$ cat src/ppg_defines.svh
/*
 * Offsets, field positions, reset values and fixed pin indices of the
 * port glue block. Assumes inclusion by bare name from the design files.
 */
`ifndef PPG_DEFINES_SVH
`define PPG_DEFINES_SVH

// ********
// Register byte offsets
// ********
`define PPG_GCTRL_OFF   8'h00
`define PPG_GMODE_OFF   8'h04
`define PPG_GPIN_OFF    8'h08
`define PPG_GSTAT_OFF   8'h0C
`define PPG_PCTRL_OFF   4'h0
`define PPG_PSTAT_OFF   4'h4
`define PPG_PCNT_OFF    4'h8

// ********
// Global control fields
// ********
`define PPG_G_UMODE     1:0
`define PPG_G_REFO      2
`define PPG_G_REFI      3
`define PPG_G_MEIS      4
`define PPG_G_MEI       5
`define PPG_G_UPD       6

// ********
// Port control fields
// ********
`define PPG_P_LBSEL     2:0
`define PPG_P_LOOP_TIMING_ENABLE     3
`define PPG_P_LAIS      5:4
`define PPG_P_UPD       6
`define PPG_P_MEI       7
`define PPG_P_FOLLOW    8
`define PPG_P_EN        9
`define PPG_P_LIU       10
`define PPG_P_DS3       11
`define PPG_P_LLBAIS    12
`define PPG_P_PLBOFF    13
`define PPG_P_PLBAIS    14
`define PPG_P_BMEI      15
`define PPG_P_ALA       19:16
`define PPG_P_ALB       23:20

// ********
// Reset values, limits and fixed pins
// ********
`define PPG_GCTRL_RST   32'h0000_0000
`define PPG_GMODE_RST   16'h0000
`define PPG_PCTRL_RST   32'h0000_0200
`define PPG_CNT_MAX     32'hFFFF_FFFF
`define PPG_PIN_REFO    1
`define PPG_PIN_REFI    3
`define PPG_PIN_MEI     5
`define PPG_PIN_UPD     7

`endif

$ cat src/ppg_pkg.sv
/*
 * Types of the port glue block: line signal triplet and alarm bundle.
 * Assumes nothing beyond a SystemVerilog compiler.
 */
package ppg_pkg;

    // ****************************************************************
    // Carriers
    // ****************************************************************
    typedef struct packed {
        logic clk;
        logic pos;
        logic neg;
    } ppg_line_type;

    typedef struct packed {
        logic los;
        logic oof;
        logic lof;
        logic ais;
        logic rai;
        logic idle;
    } ppg_alarm_type;

endpackage : ppg_pkg

$ cat src/ppg_top.sv
/*
 * Port glue for a four-port line transceiver: general pins, counter
 * update-clear control, error insert source and loopback multiplexers,
 * with registers on an AHB-Lite slave.
 * Assumes one clock hclk; line, framer and alarm inputs other than the
 * receive line pins and the general pins are already on hclk.
 */
// Local design decisions: the placing of the registers and register access over AHB-Lite.
`include "ppg_defines.svh"

// Operation
// - Eight general pins, two per port
// - Mode field: input, alarm, low, high
// - Disabled port alarm mode drives low
// - Unselected pin sourced signals read low
// - Fixed pins for the four global signals
// - Four-bit alarm select per pin
// - Counters hold a second, saturate
// - Nonzero, zero-to-one and event flags
// - Update copies count, clears, keeps coincident
// - Update strobe source selectable
// - Status follows strobe level shortly after
// - Unfollowing port masked from global status
// - Error insert source: own or external
// - Loopback select decode
// - Loop timing blocks analog loopback
// - Analog loop routes line or pin signals
// - Line loop resamples on receive clock
// - Optional receive AIS in line loop
// - Payload loop, frame start ignored
// - Payload loop pin forcing and AIS
// - Diagnostic loop returns pre-encode data
// - Automatic line AIS during diagnostic loop
// - One-second edge updates in mode 1X
module ppg_top (
    // Clock and reset
    input  wire logic                   hclk,
    input  wire logic                   hresetn,
    // AHB-Lite slave
    input  wire logic                   hsel,
    input  wire logic [31:0]            haddr,
    input  wire logic [1:0]             htrans,
    input  wire logic                   hwrite,
    input  wire logic [2:0]             hsize,
    input  wire logic [31:0]            hwdata,
    input  wire logic                   hready,
    output logic                        hreadyout,
    output logic [31:0]                 hrdata,
    output logic                        hresp,
    // General pins
    input  wire logic [7:0]             gpio_in,
    output logic [7:0]                  gpio_out,
    output logic [7:0]                  gpio_oe_n,
    // Global core signals
    input  wire logic                   ref_8khz_out,
    input  wire logic                   one_second_ref,
    output logic                        ref_8khz_in,
    output logic                        manual_error_insert,
    output logic                        perf_update_status,
    // Per-port monitoring
    input  wire ppg_pkg::ppg_alarm_type [3:0] alarm,
    input  wire logic [3:0]             count_event,
    output logic [3:0]                  perf_update_strobe,
    output logic [3:0]                  block_error_insert,
    // Per-port line side
    input  wire ppg_pkg::ppg_line_type [3:0] tx_encoded,
    input  wire ppg_pkg::ppg_line_type [3:0] rx_line_pins,
    input  wire ppg_pkg::ppg_line_type [3:0] rx_liu,
    input  wire ppg_pkg::ppg_line_type [3:0] ais_ds3_line,
    input  wire ppg_pkg::ppg_line_type [3:0] ais_ones_line,
    output ppg_pkg::ppg_line_type [3:0] tx_line,
    output ppg_pkg::ppg_line_type [3:0] rx_to_decoder,
    // Per-port framer side
    input  wire logic [3:0]             tx_pre_encode,
    input  wire logic [3:0]             rx_decoded,
    input  wire logic [3:0]             rx_payload,
    input  wire logic [3:0]             tx_serial_in,
    input  wire logic [3:0]             tx_frame_start_in,
    input  wire logic [3:0]             tx_den_core,
    input  wire logic [3:0]             tx_sof_core,
    input  wire logic [3:0]             rx_serial_core,
    output logic [3:0]                  rx_framer_data,
    output logic [3:0]                  tx_payload,
    output logic [3:0]                  tx_frame_start_core,
    output logic [3:0]                  tx_data_enable_out,
    output logic [3:0]                  tx_frame_start_out,
    output logic [3:0]                  rx_serial_out
);
    import ppg_pkg::*;

    // ********
    // Registers and synchronisers
    // ********
    logic [31:0]        gctrl;
    logic [15:0]        pin_mode_bits;
    logic [31:0]        pctrl [4];
    logic [31:0]        count [4];
    logic [31:0]        count_read [4];
    logic [3:0]         zero_to_one;
    logic [3:0]         event_seen;
    logic [3:0]         port_status;
    logic               global_latch;
    logic               global_prev;
    logic [7:0]         gpio_s1;
    logic [7:0]         gpio_s2;
    ppg_line_type [3:0] rxp_s1;
    ppg_line_type [3:0] rxp_s2;
    logic [3:0]         rx_clk_prev;
    logic [3:0]         resamp_pos;
    logic [3:0]         resamp_neg;
    logic               wr_pend;
    logic [7:0]         wr_addr;

    // ********
    // Bus decode
    // ********
    wire        addr_take = hsel & htrans[1] & hready;
    wire [7:0]  a8        = haddr[7:0];
    wire        a_port    = (haddr[31:8] == 24'h00_0000) & (a8[7:4] >= 4'h1) & (a8[7:4] <= 4'h4);
    wire [1:0]  a_idx     = 2'(a8[7:4] - 4'h1);
    wire [1:0]  w_idx     = 2'(wr_addr[7:4] - 4'h1);
    wire        w_port    = (wr_addr[7:4] >= 4'h1) & (wr_addr[7:4] <= 4'h4);
    wire        w_gctrl   = wr_pend & (wr_addr == `PPG_GCTRL_OFF);
    wire        w_gmode   = wr_pend & (wr_addr == `PPG_GMODE_OFF);
    wire        w_gstat   = wr_pend & (wr_addr == `PPG_GSTAT_OFF);

    // Zero wait states, always OKAY
    assign hreadyout = 1'b1;
    assign hresp     = 1'b0;

    // ********
    // Global strobe and pin-sourced signals
    // ********
    wire [1:0] umode   = gctrl[`PPG_G_UMODE];
    wire       pin_upd = (umode == 2'b01) & gpio_s2[`PPG_PIN_UPD];
    wire       glob_strobe = (umode == 2'b00) ? gctrl[`PPG_G_UPD] :
                             (umode == 2'b01) ? pin_upd : one_second_ref;
    wire       pin_mei = gctrl[`PPG_G_MEIS] & gpio_s2[`PPG_PIN_MEI];

    assign ref_8khz_in         = gctrl[`PPG_G_REFI] & gpio_s2[`PPG_PIN_REFI];
    assign manual_error_insert = pin_mei;

    // Only ports that follow the global strobe reach the global status
    logic [3:0] follow_mask;
    assign perf_update_status = |(port_status & follow_mask);

    // ********
    // Alarm selection
    // ********
    function automatic logic alarm_pick(input logic [3:0] code, input ppg_alarm_type al);
        logic r;
        r = 1'b0;
        case (code)
            4'h0: r = al.los;
            4'h1: r = al.oof;
            4'h2: r = al.lof;
            4'h3: r = al.ais;
            4'h4: r = al.rai;
            4'h5: r = al.idle;
            4'hB, 4'hD: r = al.los | al.lof | al.ais;
            4'hE: r = al.rai | al.idle;
            4'hF: r = |al;
            default: r = 1'b0;
        endcase
        return r;
    endfunction : alarm_pick

    // ********
    // General pin drivers
    // ********
    logic [7:0] next_gpio_out;
    logic [7:0] next_gpio_oe_n;
    for (genvar i = 0; i < 8; i++) begin : g_pin
        localparam int P = i / 2;
        wire [1:0] pin_mode_field = pin_mode_bits[2*i+1:2*i];
        wire [3:0] sel = (i % 2 == 0) ? pctrl[P][`PPG_P_ALA] : pctrl[P][`PPG_P_ALB];
        wire       g_out = (i == `PPG_PIN_REFO) & gctrl[`PPG_G_REFO];
        wire       g_in  = ((i == `PPG_PIN_REFI) & gctrl[`PPG_G_REFI]) |
                           ((i == `PPG_PIN_MEI) & gctrl[`PPG_G_MEIS]) |
                           ((i == `PPG_PIN_UPD) & (umode == 2'b01));
        // Disabled ports still serve as plain or global pins
        wire       al_val = pctrl[P][`PPG_P_EN] & alarm_pick(sel, alarm[P]);
        assign next_gpio_oe_n[i] = g_out ? 1'b0 : g_in ? 1'b1 :
                                   (pin_mode_field == 2'b00);
        assign next_gpio_out[i]  = g_out ? ref_8khz_out : g_in ? 1'b0 :
                                   (pin_mode_field == 2'b01) ? al_val :
                                   (pin_mode_field == 2'b11);
    end

    // ********
    // Per-port update, counters and loopback
    // ********
    logic [31:0]  port_rd [4];
    logic [3:0]   upd_pulse;
    logic [3:0]   port_strobe;
    ppg_line_type [3:0] next_tx_line;
    ppg_line_type [3:0] next_rx_dec;
    logic [3:0]   next_rx_framer;
    logic [3:0]   next_tx_payload;
    logic [3:0]   next_tsof_core;
    logic [3:0]   next_tden;
    logic [3:0]   next_tsof;
    logic [3:0]   next_rser;

    for (genvar p = 0; p < 4; p++) begin : g_port
        wire [31:0] pc    = pctrl[p];
        wire [2:0]  lbsel = pc[`PPG_P_LBSEL];
        // Loopback decode; loop timing suppresses the analog path
        wire analog_loop     = (lbsel == 3'b001) & ~pc[`PPG_P_LOOP_TIMING_ENABLE];
        wire line_loop       = (lbsel[1:0] == 2'b10);
        wire payload_loop    = (lbsel == 3'b011);
        wire diagnostic_loop = lbsel[2];
        wire [1:0] lais      = pc[`PPG_P_LAIS];
        wire line_ais        = ((lais == 2'b00) & diagnostic_loop) |
                               (lais == 2'b01) | (lais == 2'b10);
        wire use_ds3_ais     = pc[`PPG_P_DS3] & (lais != 2'b01);
        // Receive source: looped transmit, LINE_INTERFACE_UNIT or synchronised pins
        wire ppg_line_type rx_src = analog_loop ?
                                    (pc[`PPG_P_LIU] ? tx_line[p] : tx_encoded[p]) :
                                    (pc[`PPG_P_LIU] ? rx_liu[p] : rxp_s2[p]);
        wire rx_rise = rx_src.clk & ~rx_clk_prev[p];
        wire rx_ais  = (line_loop & pc[`PPG_P_LLBAIS]) |
                       (payload_loop & pc[`PPG_P_PLBAIS]);

        assign follow_mask[p] = pc[`PPG_P_FOLLOW];
        assign port_strobe[p] = pc[`PPG_P_FOLLOW] ? glob_strobe : pc[`PPG_P_UPD];
        assign upd_pulse[p]   = port_strobe[p] & ~port_status[p];
        assign block_error_insert[p] = gctrl[`PPG_G_MEIS] ?
                                       (pc[`PPG_P_MEI] | gctrl[`PPG_G_MEI] | pin_mei) :
                                       pc[`PPG_P_BMEI];

        // Line loop ignores transmit AIS; resampled receive data goes out
        assign next_tx_line[p] = line_loop ?
                                 '{clk: rx_src.clk, pos: resamp_pos[p], neg: resamp_neg[p]} :
                                 line_ais ? (use_ds3_ais ? ais_ds3_line[p] : ais_ones_line[p]) :
                                 tx_encoded[p];
        assign next_rx_dec[p]     = rx_src;
        assign next_rx_framer[p]  = diagnostic_loop ? tx_pre_encode[p] : rx_decoded[p];
        assign next_tx_payload[p] = payload_loop ? rx_payload[p] : tx_serial_in[p];
        assign next_tsof_core[p]  = ~payload_loop & tx_frame_start_in[p];
        assign next_tden[p] = ~(payload_loop & pc[`PPG_P_PLBOFF]) & tx_den_core[p];
        assign next_tsof[p] = ~(payload_loop & pc[`PPG_P_PLBOFF]) & tx_sof_core[p];
        assign next_rser[p] = rx_ais | rx_serial_core[p];

        assign port_rd[p] = (a8[3:0] == `PPG_PCTRL_OFF) ? pc :
                            (a8[3:0] == `PPG_PSTAT_OFF) ?
                            {28'h000_0000, port_status[p], event_seen[p],
                             zero_to_one[p], count[p] != 32'h0000_0000} :
                            (a8[3:0] == `PPG_PCNT_OFF) ? count_read[p] : 32'h0000_0000;

        // Line loop resampling on the receive clock edge
        always_ff @(posedge hclk or negedge hresetn) begin
            if (!hresetn) begin
                rx_clk_prev[p] <= 1'b0;
                resamp_pos[p]  <= 1'b0;
                resamp_neg[p]  <= 1'b0;
            end else begin
                rx_clk_prev[p] <= rx_src.clk;
                if (rx_rise) begin
                    resamp_pos[p] <= rx_src.pos;
                    resamp_neg[p] <= rx_src.neg;
                end
            end
        end

        // Saturating counter with update-clear; coincident event counts as one
        always_ff @(posedge hclk or negedge hresetn) begin
            if (!hresetn) begin
                count[p]      <= 32'h0000_0000;
                count_read[p] <= 32'h0000_0000;
            end else if (upd_pulse[p]) begin
                count_read[p] <= count[p];
                count[p]      <= {31'h0000_0000, count_event[p]};
            end else if (count_event[p] && count[p] != `PPG_CNT_MAX) begin
                count[p] <= count[p] + 32'h0000_0001;
            end
        end

        // Sticky flags: a new event beats a same-cycle clear
        wire clr = wr_pend & w_port & (w_idx == 2'(p)) & (wr_addr[3:0] == `PPG_PSTAT_OFF);
        always_ff @(posedge hclk or negedge hresetn) begin
            if (!hresetn) begin
                zero_to_one[p] <= 1'b0;
                event_seen[p]  <= 1'b0;
                port_status[p] <= 1'b0;
            end else begin
                zero_to_one[p] <= (count_event[p] & (upd_pulse[p] | count[p] == 32'h0000_0000)) |
                                  (zero_to_one[p] & ~(clr & hwdata[1]));
                event_seen[p]  <= count_event[p] | (event_seen[p] & ~(clr & hwdata[2]));
                port_status[p] <= port_strobe[p];
            end
        end
    end

    assign perf_update_strobe = upd_pulse;

    // ********
    // Register writes (data phase)
    // ********
    always_ff @(posedge hclk or negedge hresetn) begin
        if (!hresetn) begin
            wr_pend <= 1'b0;
            wr_addr <= 8'h00;
        end else begin
            wr_pend <= addr_take & hwrite & (haddr[31:8] == 24'h00_0000);
            wr_addr <= a8;
        end
    end

    always_ff @(posedge hclk or negedge hresetn) begin
        if (!hresetn) begin
            gctrl         <= `PPG_GCTRL_RST;
            pin_mode_bits <= `PPG_GMODE_RST;
            for (int k = 0; k < 4; k++) pctrl[k] <= `PPG_PCTRL_RST;
        end else begin
            if (w_gctrl) gctrl <= {25'h000_0000, hwdata[6:0]};
            if (w_gmode) pin_mode_bits <= hwdata[15:0];
            if (wr_pend && w_port && wr_addr[3:0] == `PPG_PCTRL_OFF)
                pctrl[w_idx] <= {8'h00, hwdata[23:0]};
        end
    end

    // Global latched update status, rising edge sets, write one clears
    always_ff @(posedge hclk or negedge hresetn) begin
        if (!hresetn) begin
            global_prev  <= 1'b0;
            global_latch <= 1'b0;
        end else begin
            global_prev  <= perf_update_status;
            global_latch <= (perf_update_status & ~global_prev) |
                            (global_latch & ~(w_gstat & hwdata[1]));
        end
    end

    // ********
    // Read data, registered in the address phase
    // ********
    wire [31:0] rd_word = a_port ? port_rd[a_idx] :
                          (a8 == `PPG_GCTRL_OFF) ? gctrl :
                          (a8 == `PPG_GMODE_OFF) ? {16'h0000, pin_mode_bits} :
                          (a8 == `PPG_GPIN_OFF)  ? {24'h00_0000, gpio_s2} :
                          (a8 == `PPG_GSTAT_OFF) ?
                          {24'h00_0000, port_status, 2'b00, global_latch, perf_update_status} :
                          32'h0000_0000;
    wire        rd_ok   = haddr[31:8] == 24'h00_0000;

    always_ff @(posedge hclk or negedge hresetn) begin
        if (!hresetn) hrdata <= 32'h0000_0000;
        else if (addr_take && !hwrite) hrdata <= rd_ok ? rd_word : 32'h0000_0000;
    end

    // ********
    // Pin synchronisers and registered outputs
    // ********
    always_ff @(posedge hclk or negedge hresetn) begin
        if (!hresetn) begin
            gpio_s1 <= 8'h00;
            gpio_s2 <= 8'h00;
            rxp_s1  <= '0;
            rxp_s2  <= '0;
        end else begin
            gpio_s1 <= gpio_in;
            gpio_s2 <= gpio_s1;
            rxp_s1  <= rx_line_pins;
            rxp_s2  <= rxp_s1;
        end
    end

    // One cycle of latency on every pin, line and framer output keeps those outputs glitch free
    always_ff @(posedge hclk or negedge hresetn) begin
        if (!hresetn) begin
            gpio_out            <= 8'h00;
            gpio_oe_n           <= 8'hFF;
            tx_line             <= '0;
            rx_to_decoder       <= '0;
            rx_framer_data      <= 4'h0;
            tx_payload          <= 4'h0;
            tx_frame_start_core <= 4'h0;
            tx_data_enable_out  <= 4'h0;
            tx_frame_start_out  <= 4'h0;
            rx_serial_out       <= 4'h0;
        end else begin
            gpio_out            <= next_gpio_out;
            gpio_oe_n           <= next_gpio_oe_n;
            tx_line             <= next_tx_line;
            rx_to_decoder       <= next_rx_dec;
            rx_framer_data      <= next_rx_framer;
            tx_payload          <= next_tx_payload;
            tx_frame_start_core <= next_tsof_core;
            tx_data_enable_out  <= next_tden;
            tx_frame_start_out  <= next_tsof;
            rx_serial_out       <= next_rser;
        end
    end

endmodule : ppg_top

$ cat config.mk
export PLATFORM = sky130hd
export DESIGN_NAME = ppg_top
export DESIGN_NICKNAME = d
export VERILOG_FILES = /design/src/ppg_pkg.sv /design/src/ppg_top.sv
export VERILOG_INCLUDE_DIRS = /design/src
export SDC_FILE = /design/constraint.sdc
export NUM_CORES = 1
export LEC_CHECK = 0
export BUFFER_PORTS_ARGS = -buffer_cell sky130_fd_sc_hd__buf_2
export CAP_MARGIN = 20
export CORE_ASPECT_RATIO = 0.7
export CORE_UTILIZATION = 60
export CTS_BUF_LIST = sky130_fd_sc_hd__clkbuf_4 sky130_fd_sc_hd__clkbuf_8
export CTS_CLUSTER_DIAMETER = 120
export CTS_CLUSTER_SIZE = 25
export DETAILED_ROUTE_END_ITERATION = 8
export PLACE_DENSITY_LB_ADDON = 0.05
export SLEW_MARGIN = 15
export SYNTH_ARGS = -nofsm -noshare
export SYNTH_HDL_FRONTEND = slang
export SYNTH_SLANG_ARGS = --single-unit
$ cat constraint.sdc
create_clock -name hclk -period 2.9 [get_ports hclk]
set_input_delay 0.435 -clock hclk [delete_from_list [all_inputs] [get_ports hclk]]
set_output_delay 0.435 -clock hclk [all_outputs]
set_load 0.02 [all_outputs]
### After elaboration in Yosys (flattened, before gate mapping)

Cells that the tools add are included.

* register bits: 574
* word-level logic and storage cells: 576
* input port bits: 204

* equality and inequality tests: 128
* order comparisons: 7
* multiplexer cells: 98
* reductions and logical operators: 61
* add/subtract/negate cells: 6
* bitwise gates (word level): 179

Operators by type and width (count)
* $mux 32: 25
* $eq 4x4->1 const B: 33
* $add 32x1->32 const B: 4
* $bwmux 128: 1
* $logic_not 32->1: 4
* $ne 32x32->1 const B: 4
* $reduce_bool 32->1: 4
* $and 1x1->1: 97
* $eq 4x3->1 const B: 18
* $mux 3: 24
* $pmux 1 s9: 8
* $bmux 32 s2: 1
* $demux 32 s2: 1
* $eq 4x2->1 const B: 16
* $or 1x1->1: 49
* $logic_not 4->1: 10
* $eq 2x2->1 const B: 18
* $mux 1: 34
* $eq 4x1->1 const B: 8
* $mux 16: 2
* $not 1->1: 30
* $eq 2x1->1 const B: 14
* $logic_not 2->1: 14
* $eq 8x4->1 const B: 3
* 20 further kinds: 57

### Logic depth before layout (Yosys ltp)

Gate-level depths: netlist (run 1).

* depth after elaboration: 9
* mapped depth: 12
* depth with buffers taken out: 7

### Least setup slack after synthesis (run 1)

Ideal clock, no wire load.

* kind: input to register
* start point: in haddr[4]
* end point: reg hrdata[1]
* setup slack: -0.512 ns
* data required time: 2.770 ns
* path buffers: 5
* stages on the path: 11
* data arrival time: 3.281 ns
* cells stage by stage: clkbuf_1 > inv_1 > clkbuf_1 > buf_1 > ha_1 > inv_1 > buf_1 > clkbuf_1 > mux4_2 > a21oi_1 > o31ai_1

* longest elaborated chain between the ends: 7
* elaborated cells between the ends (all ways): 19
* those cells by class: add/sub: 1; order compare: 2; eq/ne: 3; mux: 9; bitwise: 3; reduce/logical: 1

Ends and longest elaborated chain
* from (decl): line ppg_top.sv:41 `input wire logic [31:0] haddr,`
* $sub 2x1->2 or $eq 8x4->1 (tied branches)
* $not 2->3 (implied by the code) or $mux 8 (tied branches): line ppg_top.sv:338, ppg_top.sv:342
* $bmux 32 s2 or $mux 8 (tied branches): line ppg_top.sv:338, ppg_top.sv:341
* $mux 32 (implied by the code) or $mux 16 (tied branches): line ppg_top.sv:338, ppg_top.sv:340
* $mux 32 (implied by the code) or $mux 16 (tied branches): line ppg_top.sv:338, ppg_top.sv:339
* $mux 32 (*): line ppg_top.sv:338 `wire [31:0] rd_word = a_port ? port_rd[a_idx] :`
* $mux 32 (*): line ppg_top.sv:349 `else if (addr_take && !hwrite) hrdata <= rd_ok ? rd_word : 32'h0000_0000;`
* to (signal assigned): line ppg_top.sv:349
* to (decl): line ppg_top.sv:48 `output logic [31:0] hrdata,`

Every way passes the cells marked *; elsewhere a longest branch is shown, timed or not. The select of a mux whose other input is x is not followed.
A chain may end at the register's enable or synchronous reset.

### Final worst setup path (run 1)

* start point: reg gctrl[0]
* end point: out perf_update_strobe[3]

* longest elaborated chain between the ends: 6
* elaborated cells between the ends (all ways): 7
* those cells by class: eq/ne: 1; mux: 3; bitwise: 2; reduce/logical: 1

Ends and longest elaborated chain
* from (decl): line ppg_top.sv:94 `logic [31:0] gctrl;`
* from (signal assigned): line ppg_top.sv:312 `` gctrl <= `PPG_GCTRL_RST; ``
* from (signal assigned): line ppg_top.sv:316 `if (w_gctrl) gctrl <= {25'h000_0000, hwdata[6:0]};`
* $eq 2x1->1: line ppg_top.sv:135, ppg_top.sv:137
* $and 1x1->1: line ppg_top.sv:135 `` wire pin_upd = (umode == 2'b01) & gpio_s2[`PPG_PIN_UPD]; ``
* $mux 1: line ppg_top.sv:137 `(umode == 2'b01) ? pin_upd : one_second_ref;`
* $mux 1 (*): line ppg_top.sv:136 `` wire glob_strobe = (umode == 2'b00) ? gctrl[`PPG_G_UPD] : ``
* $mux 1 (*): line ppg_top.sv:226 `` assign port_strobe[p] = pc[`PPG_P_FOLLOW] ? glob_strobe : pc[`PPG_P_UPD]; ``
* $and 1x1->1 (*): line ppg_top.sv:227 `assign upd_pulse[p] = port_strobe[p] & ~port_status[p];`
* to (decl): line ppg_top.sv:63 `output logic [3:0] perf_update_strobe,`

Every way passes the cells marked *; elsewhere a longest branch is shown, timed or not.

==> results of run 1 <==
registers in the layout, indices dropped and copies added (netlist names), 7 cells and up:
| signal | count |
|---|---|
| count | 128 |
| count_read | 128 |
| g_port.pc | 96 |
| gctrl | 7 |
| gpio_oe_n | 8 |
| gpio_out | 8 |
| gpio_s1 | 8 |
| gpio_s2 | 8 |
| hrdata | 32 |
| pin_mode_bits | 16 |
| rx_to_decoder | 12 |
| rxp_s1 | 12 |
| rxp_s2 | 12 |
| tx_line | 12 |
| wr_addr | 8 |
layer usage:
| layer | wire [um] | vias up | GRT usage [%] |
|---|---|---|---|
| met5 | 0 | - | 0 |
| met4 | 2286 | 0 | 9.545 |
| met3 | 9801 | 130 | 9.123 |
| met2 | 35870 | 1241 | 53.15 |
| met1 | 35520 | 11130 | 56.72 |
| li1 | - | 9881 | - |
timing repair:
action | CTS | global route
endpoints found under the hold margin | 105 | 0
hold buffers | 60 | 0
gates resized for setup | 1 | 3
setup endpoints to repair | 2 | 2
buffers inserted | 1 | 0
pin swaps | 0 | 2
cell type report:
cell class                      count  area, sq um
Tap cell                          585        732.0
Sequential cell                   542        13580
Inverter                           72        272.8
Clock buffer                       35        419.2
Antenna cell                        3        7.507
Timing Repair Buffer              424         2714
Multi-Input combinational cell   1808        11950
Fill cell                        3338        13120
Clock inverter                      1        8.758
worst max-delay path: cells and delay by family, from the launching register on:
family | cells | cell delay [ns]
AO/OA/AOI/OAI | 2 | 0.44
buffers and inverters | 2 | 0.42
multiplexers | 1 | 0.40
flip-flops | 1 | 0.41
metrics by stage:
| step | utilization [%] | instance area [sq um] | hold slack, ns | worst slack [ns] | power (mW) |
|---|---|---|---|---|---|
| floorplan | - | 26380 | 0.1394 | 0.06443 | 9.188 |
| global placement | 66.90 | 28640 | 0.3334 | 0.3284 | 9.942 |
| detailed placement | 66.90 | 28640 | 0.3347 | 0.3004 | 10.00 |
| CTS | 69.32 | 29670 | 0.005190 | 0.03963 | 13.23 |
| global route | 69.35 | 29680 | 0.01988 | 0.04008 | 13.70 |
| finish | 69.35 | 29680 | 0.02371 | 0.1086 | 13.22 |
synth_stat cells, types with 10 or more instances:
| cell type | number | area share (%) |
|---|---|---|
| sky130_fd_sc_hd__dfrtp_1 | 530 | 50 |
| sky130_fd_sc_hd__nand2_1 | 486 | 6.9 |
| sky130_fd_sc_hd__o21ai_0 | 181 | 3.4 |
| sky130_fd_sc_hd__mux2_2 | 156 | 6.7 |
| sky130_fd_sc_hd__a21oi_1 | 130 | 2.5 |
| sky130_fd_sc_hd__clkbuf_1 | 114 | 1.6 |
| sky130_fd_sc_hd__nor2_1 | 73 | 1.0 |
| sky130_fd_sc_hd__inv_1 | 71 | 1.0 |
| sky130_fd_sc_hd__nand3_1 | 61 | 1.2 |
| sky130_fd_sc_hd__mux4_2 | 58 | 5.0 |
| sky130_fd_sc_hd__or3_1 | 58 | 1.4 |
| sky130_fd_sc_hd__nand4_1 | 53 | 1.3 |
| sky130_fd_sc_hd__nor4_1 | 45 | 1.1 |
| sky130_fd_sc_hd__nor3_1 | 40 | 0.76 |
| sky130_fd_sc_hd__or4_1 | 36 | 1.0 |
| sky130_fd_sc_hd__o31ai_1 | 35 | 1.0 |
| sky130_fd_sc_hd__a31oi_1 | 33 | 0.78 |
| sky130_fd_sc_hd__mux2i_1 | 32 | 1.2 |
| sky130_fd_sc_hd__nand2b_1 | 23 | 0.55 |
| sky130_fd_sc_hd__o211ai_1 | 21 | 0.60 |
| sky130_fd_sc_hd__and4_1 | 18 | 0.60 |
| sky130_fd_sc_hd__xnor2_1 | 18 | 0.60 |
| sky130_fd_sc_hd__and3_1 | 15 | 0.36 |
| sky130_fd_sc_hd__nor2b_1 | 15 | 0.36 |
| sky130_fd_sc_hd__a21o_1 | 14 | 0.40 |
| sky130_fd_sc_hd__a22oi_1 | 14 | 0.40 |
| sky130_fd_sc_hd__and2_1 | 14 | 0.33 |
| sky130_fd_sc_hd__buf_2 | 14 | 0.27 |
| sky130_fd_sc_hd__a221oi_1 | 12 | 0.40 |
| sky130_fd_sc_hd__dfstp_2 | 12 | 1.2 |
| sky130_fd_sc_hd__nor3b_1 | 12 | 0.34 |
| sky130_fd_sc_hd__and2_0 | 10 | 0.24 |
| sky130_fd_sc_hd__buf_1 | 10 | 0.14 |
| sky130_fd_sc_hd__ha_1 | 10 | 0.47 |
| sky130_fd_sc_hd__nand3b_1 | 10 | 0.28 |
worst paths after layout:
path	from	endpoint	slack (ns)	depth (start not counted)
worst max-delay path	gctrl[0]	perf_update_strobe[3]	0.11	5
worst min-delay path	hwdata[19]	g_port[3].pc[19]	0.02	2
worst max register to register	count[88]	count[65]	0.45	6
worst min register to register	gpio_s1[7]	gpio_s2[7]	0.37	0
max in group asynchronous	hresetn	gpio_oe_n[1]	1.60	3
min in group asynchronous	hresetn	g_port[3].pc[19]	0.30	2
cells by family (layout without fill, tap and decap cells):
family,after synthesis,after routing,share of synthesized area (%)
compound gates,524,524,12.27
xor+xnor,25,25,0.8303
fa+ha+maj,10,10,0.4745
buf+inv,219,532,3.331
flops,542,542,51.49
mux,246,246,12.83
other cells,2,5,0.02848
simple gates,1001,1001,18.75
report_power, final:
group          leakage (nW)  internal (mW)  switching, mW
registers              6.93           7.87          0.376
logic                  6.26          0.704           1.03
clock network         0.230          0.937           2.30
total                  13.4           9.51           3.71
==> reports/summary.txt, run 1 <==
CRITICAL PATH
--------------------------------------------------------------------------------------
Data arrival time at the worst-slack endpoint ...........................      2.36 ns
Nature of the critical path startpoint ..................................    flip-flop
Crit path capture type ..................................................   output pin
Slowest cell on crit path ............................................... sky130_fd_sc_hd__dfrtp_1
Crit path required time .................................................      2.47 ns
Maximum fanout encountered on the critical timing path ..................            4
Series of cell instances along the critical path ........................ mux2_2 -> o211ai_1 -> a21o_1 -> inv_1 -> buf_2
Critical path start-end classification .................................. flip-flop to output pin
Slowest cell delay on critical path .....................................      0.41 ns

CLOCK NETWORK
--------------------------------------------------------------------------------------
Clock root buffer ....................................................... sky130_fd_sc_hd__clkbuf_8
Maximum clock path buffer count .........................................            3
Depth of the CTS H-tree .................................................            1
Clock slew at the register clock pins of the worst setup and hold paths .      0.17 ns
Clock insertion delay at the later pin of the skew report ...............      0.69 ns
CTS tree ................................................................         done
Number of buffers created by CTS ........................................           25
Clock tree sinks ........................................................          542

ROUTING
--------------------------------------------------------------------------------------
Drt via density .........................................................        6.449
First DRT Iteration DRCs ................................................         3243
Final routed wire length divided by cell count ..........................     24.06 um
TritonRoute pass-1 iters ................................................            6
Post-route DRC ..........................................................            0
Detail Route Antenna Nets ...............................................            0
Wire length reported by the detailed router .............................     83470 um
Number of vias in the routed layout .....................................        22380

TIMING
--------------------------------------------------------------------------------------
Worst-Margin Slew .......................................................    0.7474 ns
Final hold violations ...................................................            0
Summed negative setup slack over all endpoints ..........................         0 ns
Max Clock Skew ..........................................................   0.05141 ns
RSZ-0062 raised after global routing ....................................           no
Final-report setup violation count ......................................            0
Clock period minus final worst setup slack ..............................     2.791 ns
Fraction of the cycle the final worst path needs ........................       96.26%
Max_slew headroom .......................................................       50.07%
Max-slew violation count ................................................            0
Achievable Freq .........................................................   0.3582 GHz

CELLS AND AREA
--------------------------------------------------------------------------------------
Syn-to-layout area delta ................................................       12.57%
Final nets ..............................................................         3087
Layout cell share with drive strength beyond 1 ..........................       22.90%
Post-route non-filler standard cell count ...............................         3470
Leading cell type in the layout, fill and taps excluded ................. sky130_fd_sc_hd__dfrtp_1
Highest-count cells in the layout ignoring fill and taps ................ sky130_fd_sc_hd__dfrtp_1 (530), sky130_fd_sc_hd__nand2_1 (486), sky130_fd_sc_hd__buf_2 (297), sky130_fd_sc_hd__o21ai_0 (181), sky130_fd_sc_hd__mux2_2 (156)

WORST HOLD PATH
--------------------------------------------------------------------------------------
Kind of path behind the tightest hold check ............................. input pin to flip-flop

YOSYS
--------------------------------------------------------------------------------------
Post-synth design cell area ............................................. 0.02637 sq mm
Synthesis warning total .................................................            0
Synth async-reset ratio .................................................       100.0%
Syn avg cell area .......................................................  10.26 sq um
Leading register cell type out of synthesis ............................. sky130_fd_sc_hd__dfrtp_1
Syn Inst Count ..........................................................         2569
Number of unique standard cell types used by synthesis ..................           80
Synthesis-stage register bit count ......................................          542
Post-synthesis sequential area ratio ....................................       51.49%
Syn nets ................................................................         2783
EDFF count, synth .......................................................            0

POWER
--------------------------------------------------------------------------------------
Lkg Pwr .................................................................     13.42 nW
Power density relative to cell area ..................................... 445.3 mW/mm^2
Maximum vdd ir drop .....................................................    0.4242 mV

FLOORPLAN
--------------------------------------------------------------------------------------
Number of placement rows ................................................           63
I/O pin count ...........................................................          313
Initial core utilization ................................................       61.61%
Die outline area ........................................................ 0.04481 sq mm
Die extent in y .........................................................     177.4 um
Core outline area ....................................................... 0.04280 sq mm
Floorplan die width .....................................................     252.6 um

GLOBAL ROUTE
--------------------------------------------------------------------------------------
Global-route wire length before repair ..................................    126000 um
Vias in the first global route ..........................................        20760
Overflow left after global routing ......................................            0
Initial antenna violation count .........................................            5
Largest net degree at the start of global routing .......................           92
Total global routing track utilization ..................................       37.19%

PLACE
--------------------------------------------------------------------------------------
HPWL after detailed placement ...........................................     61940 um
Count of buffers inserted at the top-level ports ........................          298
Weighted congestion reported at the end of routability-driven placement .        1.019
Count of placed standard cells including taps ...........................         3370

RUN
--------------------------------------------------------------------------------------
Number of max-cap violations ............................................            0

STATUS
--------------------------------------------------------------------------------------
Run status .............................................................. finished clean

Note: power is estimated with default switching activity, not from simulation.
==> run 2: changes to the inputs <==
CORE_UTILIZATION = 59   (was 60)
CTS_BUF_LIST = unset   (was sky130_fd_sc_hd__clkbuf_4 sky130_fd_sc_hd__clkbuf_8)
GPL_ROUTABILITY_DRIVEN = 0   (was unset)
==> run 2 against run 1 <==
Against the previous run: via count fell by 0.93%; global-route usage fell by 1.3 points; clock-buffer cell count rose by 9; maximum frequency fell by 1.0%; register-to-register slack got worse by 0.08 ns; routed wire length fell by 2.1%; clock power rose by 27%; non-clock buffer count fell by 38; sequential share of layout area rose by 0.14 points; critical endpoint is now perf_update_strobe[2].
==> reports/summary.txt, run 2 (synthesis gave the netlist of run 1 again) <==
STATUS
--------------------------------------------------------------------------------------
Run status .............................................................. finished clean

GLOBAL ROUTE
--------------------------------------------------------------------------------------
Overflow left after global routing ......................................            0   unchanged
Initial antenna violation count .........................................            6   +1
Global-route wire length before repair ..................................    123800 um   -1.7%
Met2 Usage GRT ..........................................................       51.66%   -1.5 points
Vias in the first global route ..........................................        20750   -0.043%
Largest net degree at the start of global routing .......................           96   +4.3%
Total global routing track utilization ..................................       35.94%   -1.3 points
Met3 Usage GRT ..........................................................       9.625%   +0.50 points
GRT Max-Usage Layer .....................................................         met1
Global Route met1 Usage .................................................       54.31%   -2.4 points

CRITICAL PATH
--------------------------------------------------------------------------------------
Maximum fanout encountered on the critical timing path ..................           30   +26
Crit path required time .................................................      2.47 ns   about the same
Crit path capture type ..................................................   output pin
Setup crit end .......................................................... perf_update_strobe[2]
Series of cell instances along the critical path ........................ mux2_4 -> o211ai_1 -> a21o_1 -> clkinv_1 -> buf_6 -> buf_2
Data arrival time at the worst-slack endpoint ...........................      2.38 ns   +0.02 ns
Slowest cell delay on critical path .....................................      0.46 ns   +0.05 ns
Worst R2R Path Depth ....................................................            6   unchanged
Startpoint of the most critical register-to-register path ...............     count[0]
Slowest cell on crit path ............................................... sky130_fd_sc_hd__dfrtp_1
Slack of the worst reg-to-reg path ......................................      0.37 ns   -0.08 ns
Buf/Inv on CP ...........................................................            3   +1
Nature of the critical path startpoint ..................................    flip-flop
Critical Path Stages ....................................................            6   +1
Destination of the worst register-to-register timing path ...............    count[30]
Cell class contributing the biggest share of worst-path delay ........... compound AO/OA/AOI/OAI gates
Critical path start-end classification .................................. flip-flop to output pin
First element of the critical path ......................................     gctrl[0]

TIMING
--------------------------------------------------------------------------------------
Fraction of the cycle the final worst path needs ........................       97.23%   +0.98 points
Max Clock Skew ..........................................................   0.03572 ns   -0.01569 ns
Max_slew headroom .......................................................       48.65%   -1.4 points
Final-report setup violation count ......................................            0   unchanged
Summed negative setup slack over all endpoints ..........................         0 ns   unchanged
Final hold violations ...................................................            0   unchanged
Worst hold margin .......................................................   0.01990 ns   -0.003810 ns
Achievable Freq .........................................................   0.3546 GHz   -1.0%
Max-slew violation count ................................................            0   unchanged
Worst-Margin Slew .......................................................    0.7621 ns   +0.01475 ns
Clock period minus final worst setup slack ..............................     2.820 ns   +0.02830 ns

CELLS AND AREA
--------------------------------------------------------------------------------------
Syn-to-layout area delta ................................................       12.21%
Cell area after layout .................................................. 0.02959 sq mm   -0.32%
Leading cell type in the layout, fill and taps excluded ................. sky130_fd_sc_hd__dfrtp_1
Highest-count cells in the layout ignoring fill and taps ................ sky130_fd_sc_hd__dfrtp_1 (530), sky130_fd_sc_hd__nand2_1 (486), sky130_fd_sc_hd__buf_2 (297), sky130_fd_sc_hd__o21ai_0 (181), sky130_fd_sc_hd__mux2_2 (155)
Layout cell share with drive strength beyond 1 ..........................       22.71%   -0.19 points
Final nets ..............................................................         3049   -1.2%

PLACE
--------------------------------------------------------------------------------------
Count of buffers inserted at the top-level ports ........................          298   unchanged
HPWL after detailed placement ...........................................     61410 um   -0.87%
Standard cell area after detailed placement ............................. 0.02860 sq mm   -0.11%

CLOCK NETWORK
--------------------------------------------------------------------------------------
CTS tree ................................................................         done
Clock root buffer ....................................................... sky130_fd_sc_hd__clkbuf_16
Clock slew at the register clock pins of the worst setup and hold paths .      0.11 ns   -0.06 ns
Maximum clock path buffer count .........................................            3   unchanged
Depth of the CTS H-tree .................................................            1   unchanged
Number of buffers created by CTS ........................................           25   unchanged
Clock tree sinks ........................................................          542   unchanged
Clock insertion delay at the later pin of the skew report ...............      0.61 ns   -0.08 ns

ROUTING
--------------------------------------------------------------------------------------
Number of vias in the routed layout .....................................        22170   -0.93%
TritonRoute pass-1 iters ................................................            6   unchanged
Post-route DRC ..........................................................            0   unchanged
Final routed wire length divided by cell count ..........................     23.68 um   -1.5%
Wire length reported by the detailed router .............................     81710 um   -2.1%
Detail Route Antenna Nets ...............................................            0   unchanged
Drt via density .........................................................        6.426   -0.35%
First DRT Iteration DRCs ................................................         2819   -13%

FLOORPLAN
--------------------------------------------------------------------------------------
Floorplan die width .....................................................     254.7 um   +0.84%
I/O pin count ...........................................................          313   unchanged
Die extent in y .........................................................     178.9 um   +0.83%
Number of placement rows ................................................           64   +1.6%
Core outline area ....................................................... 0.04388 sq mm   +2.5%
Initial core utilization ................................................       60.09%   -1.5 points
Die outline area ........................................................ 0.04556 sq mm   +1.7%

POWER
--------------------------------------------------------------------------------------
Lkg Pwr .................................................................     13.35 nW   -0.54%
Maximum vdd ir drop .....................................................    0.5511 mV   +30%
Power density relative to cell area ..................................... 474.2 mW/mm^2   +6.5%
Final Power .............................................................     14.03 mW   +6.2%

WORST HOLD PATH
--------------------------------------------------------------------------------------
Kind of path behind the tightest hold check ............................. input pin to flip-flop

RUN
--------------------------------------------------------------------------------------
Number of max-cap violations ............................................            0   unchanged

run 2: where the power goes:
group	total (mW)	internal, mW	switching (mW)
clock network	4.10	1.66	2.45
logic	1.68	0.672	1.01
registers	8.25	7.87	0.379
run 2: cell type report:
cell class / count / area [sq um]
fill: 3539 / 14290
sequential: 542 / 13580
tap: 594 / 743.2
antenna: 3 / 7.507
clock inverter: 1 / 8.758
inverter: 72 / 276.5
clock buffer: 44 / 696.9
multi-input combinational: 1808 / 11960
timing repair buffer: 386 / 2323
run 2: how the worst min path moves through the flow:
stage / start / to / cells past startpoint
global placement: rxp_s1[6] / rxp_s2[6] / 0
floorplan: hresetn / count[0] / 0
global route: haddr[5] / wr_addr[5] / 1
CTS: rx_serial_core[2] / rx_serial_out[2] / 2
detailed placement: rxp_s1[5] / rxp_s2[5] / 0
finish: rx_serial_core[2] / rx_serial_out[2] / 2
run 2: layer usage:
| metal | part of all wire [%] | routed length [um] |
|---|---|---|
| met5 | 0.016 | 13 |
| met4 | 2.3 | 1902 |
| met3 | 12 | 9572 |
| met2 | 43 | 35310 |
| met1 | 43 | 34910 |
run 2: through the flow:
stage | setup slack (ns) | utilization (%) | std cells
after floorplan | 0.06443 | - | 2569
after global placement | 0.3620 | 65.18 | 3375
after detailed placement | 0.3288 | 65.18 | 3375
after CTS | 0.003473 | 67.32 | 3443
after global routing | -0.02208 | 67.43 | 3450
final | 0.08026 | 67.43 | 3450
run 2: what timing repair did:
| action | 4_1_cts | 5_1_grt |
|---|---|---|
| gates resized for setup | 0 | 5 |
| endpoints found under the hold margin | 72 | 0 |
| endpoints found under the setup margin | 0 | 3 |
| hold buffers | 23 | 0 |
| buffers inserted | 0 | 4 |
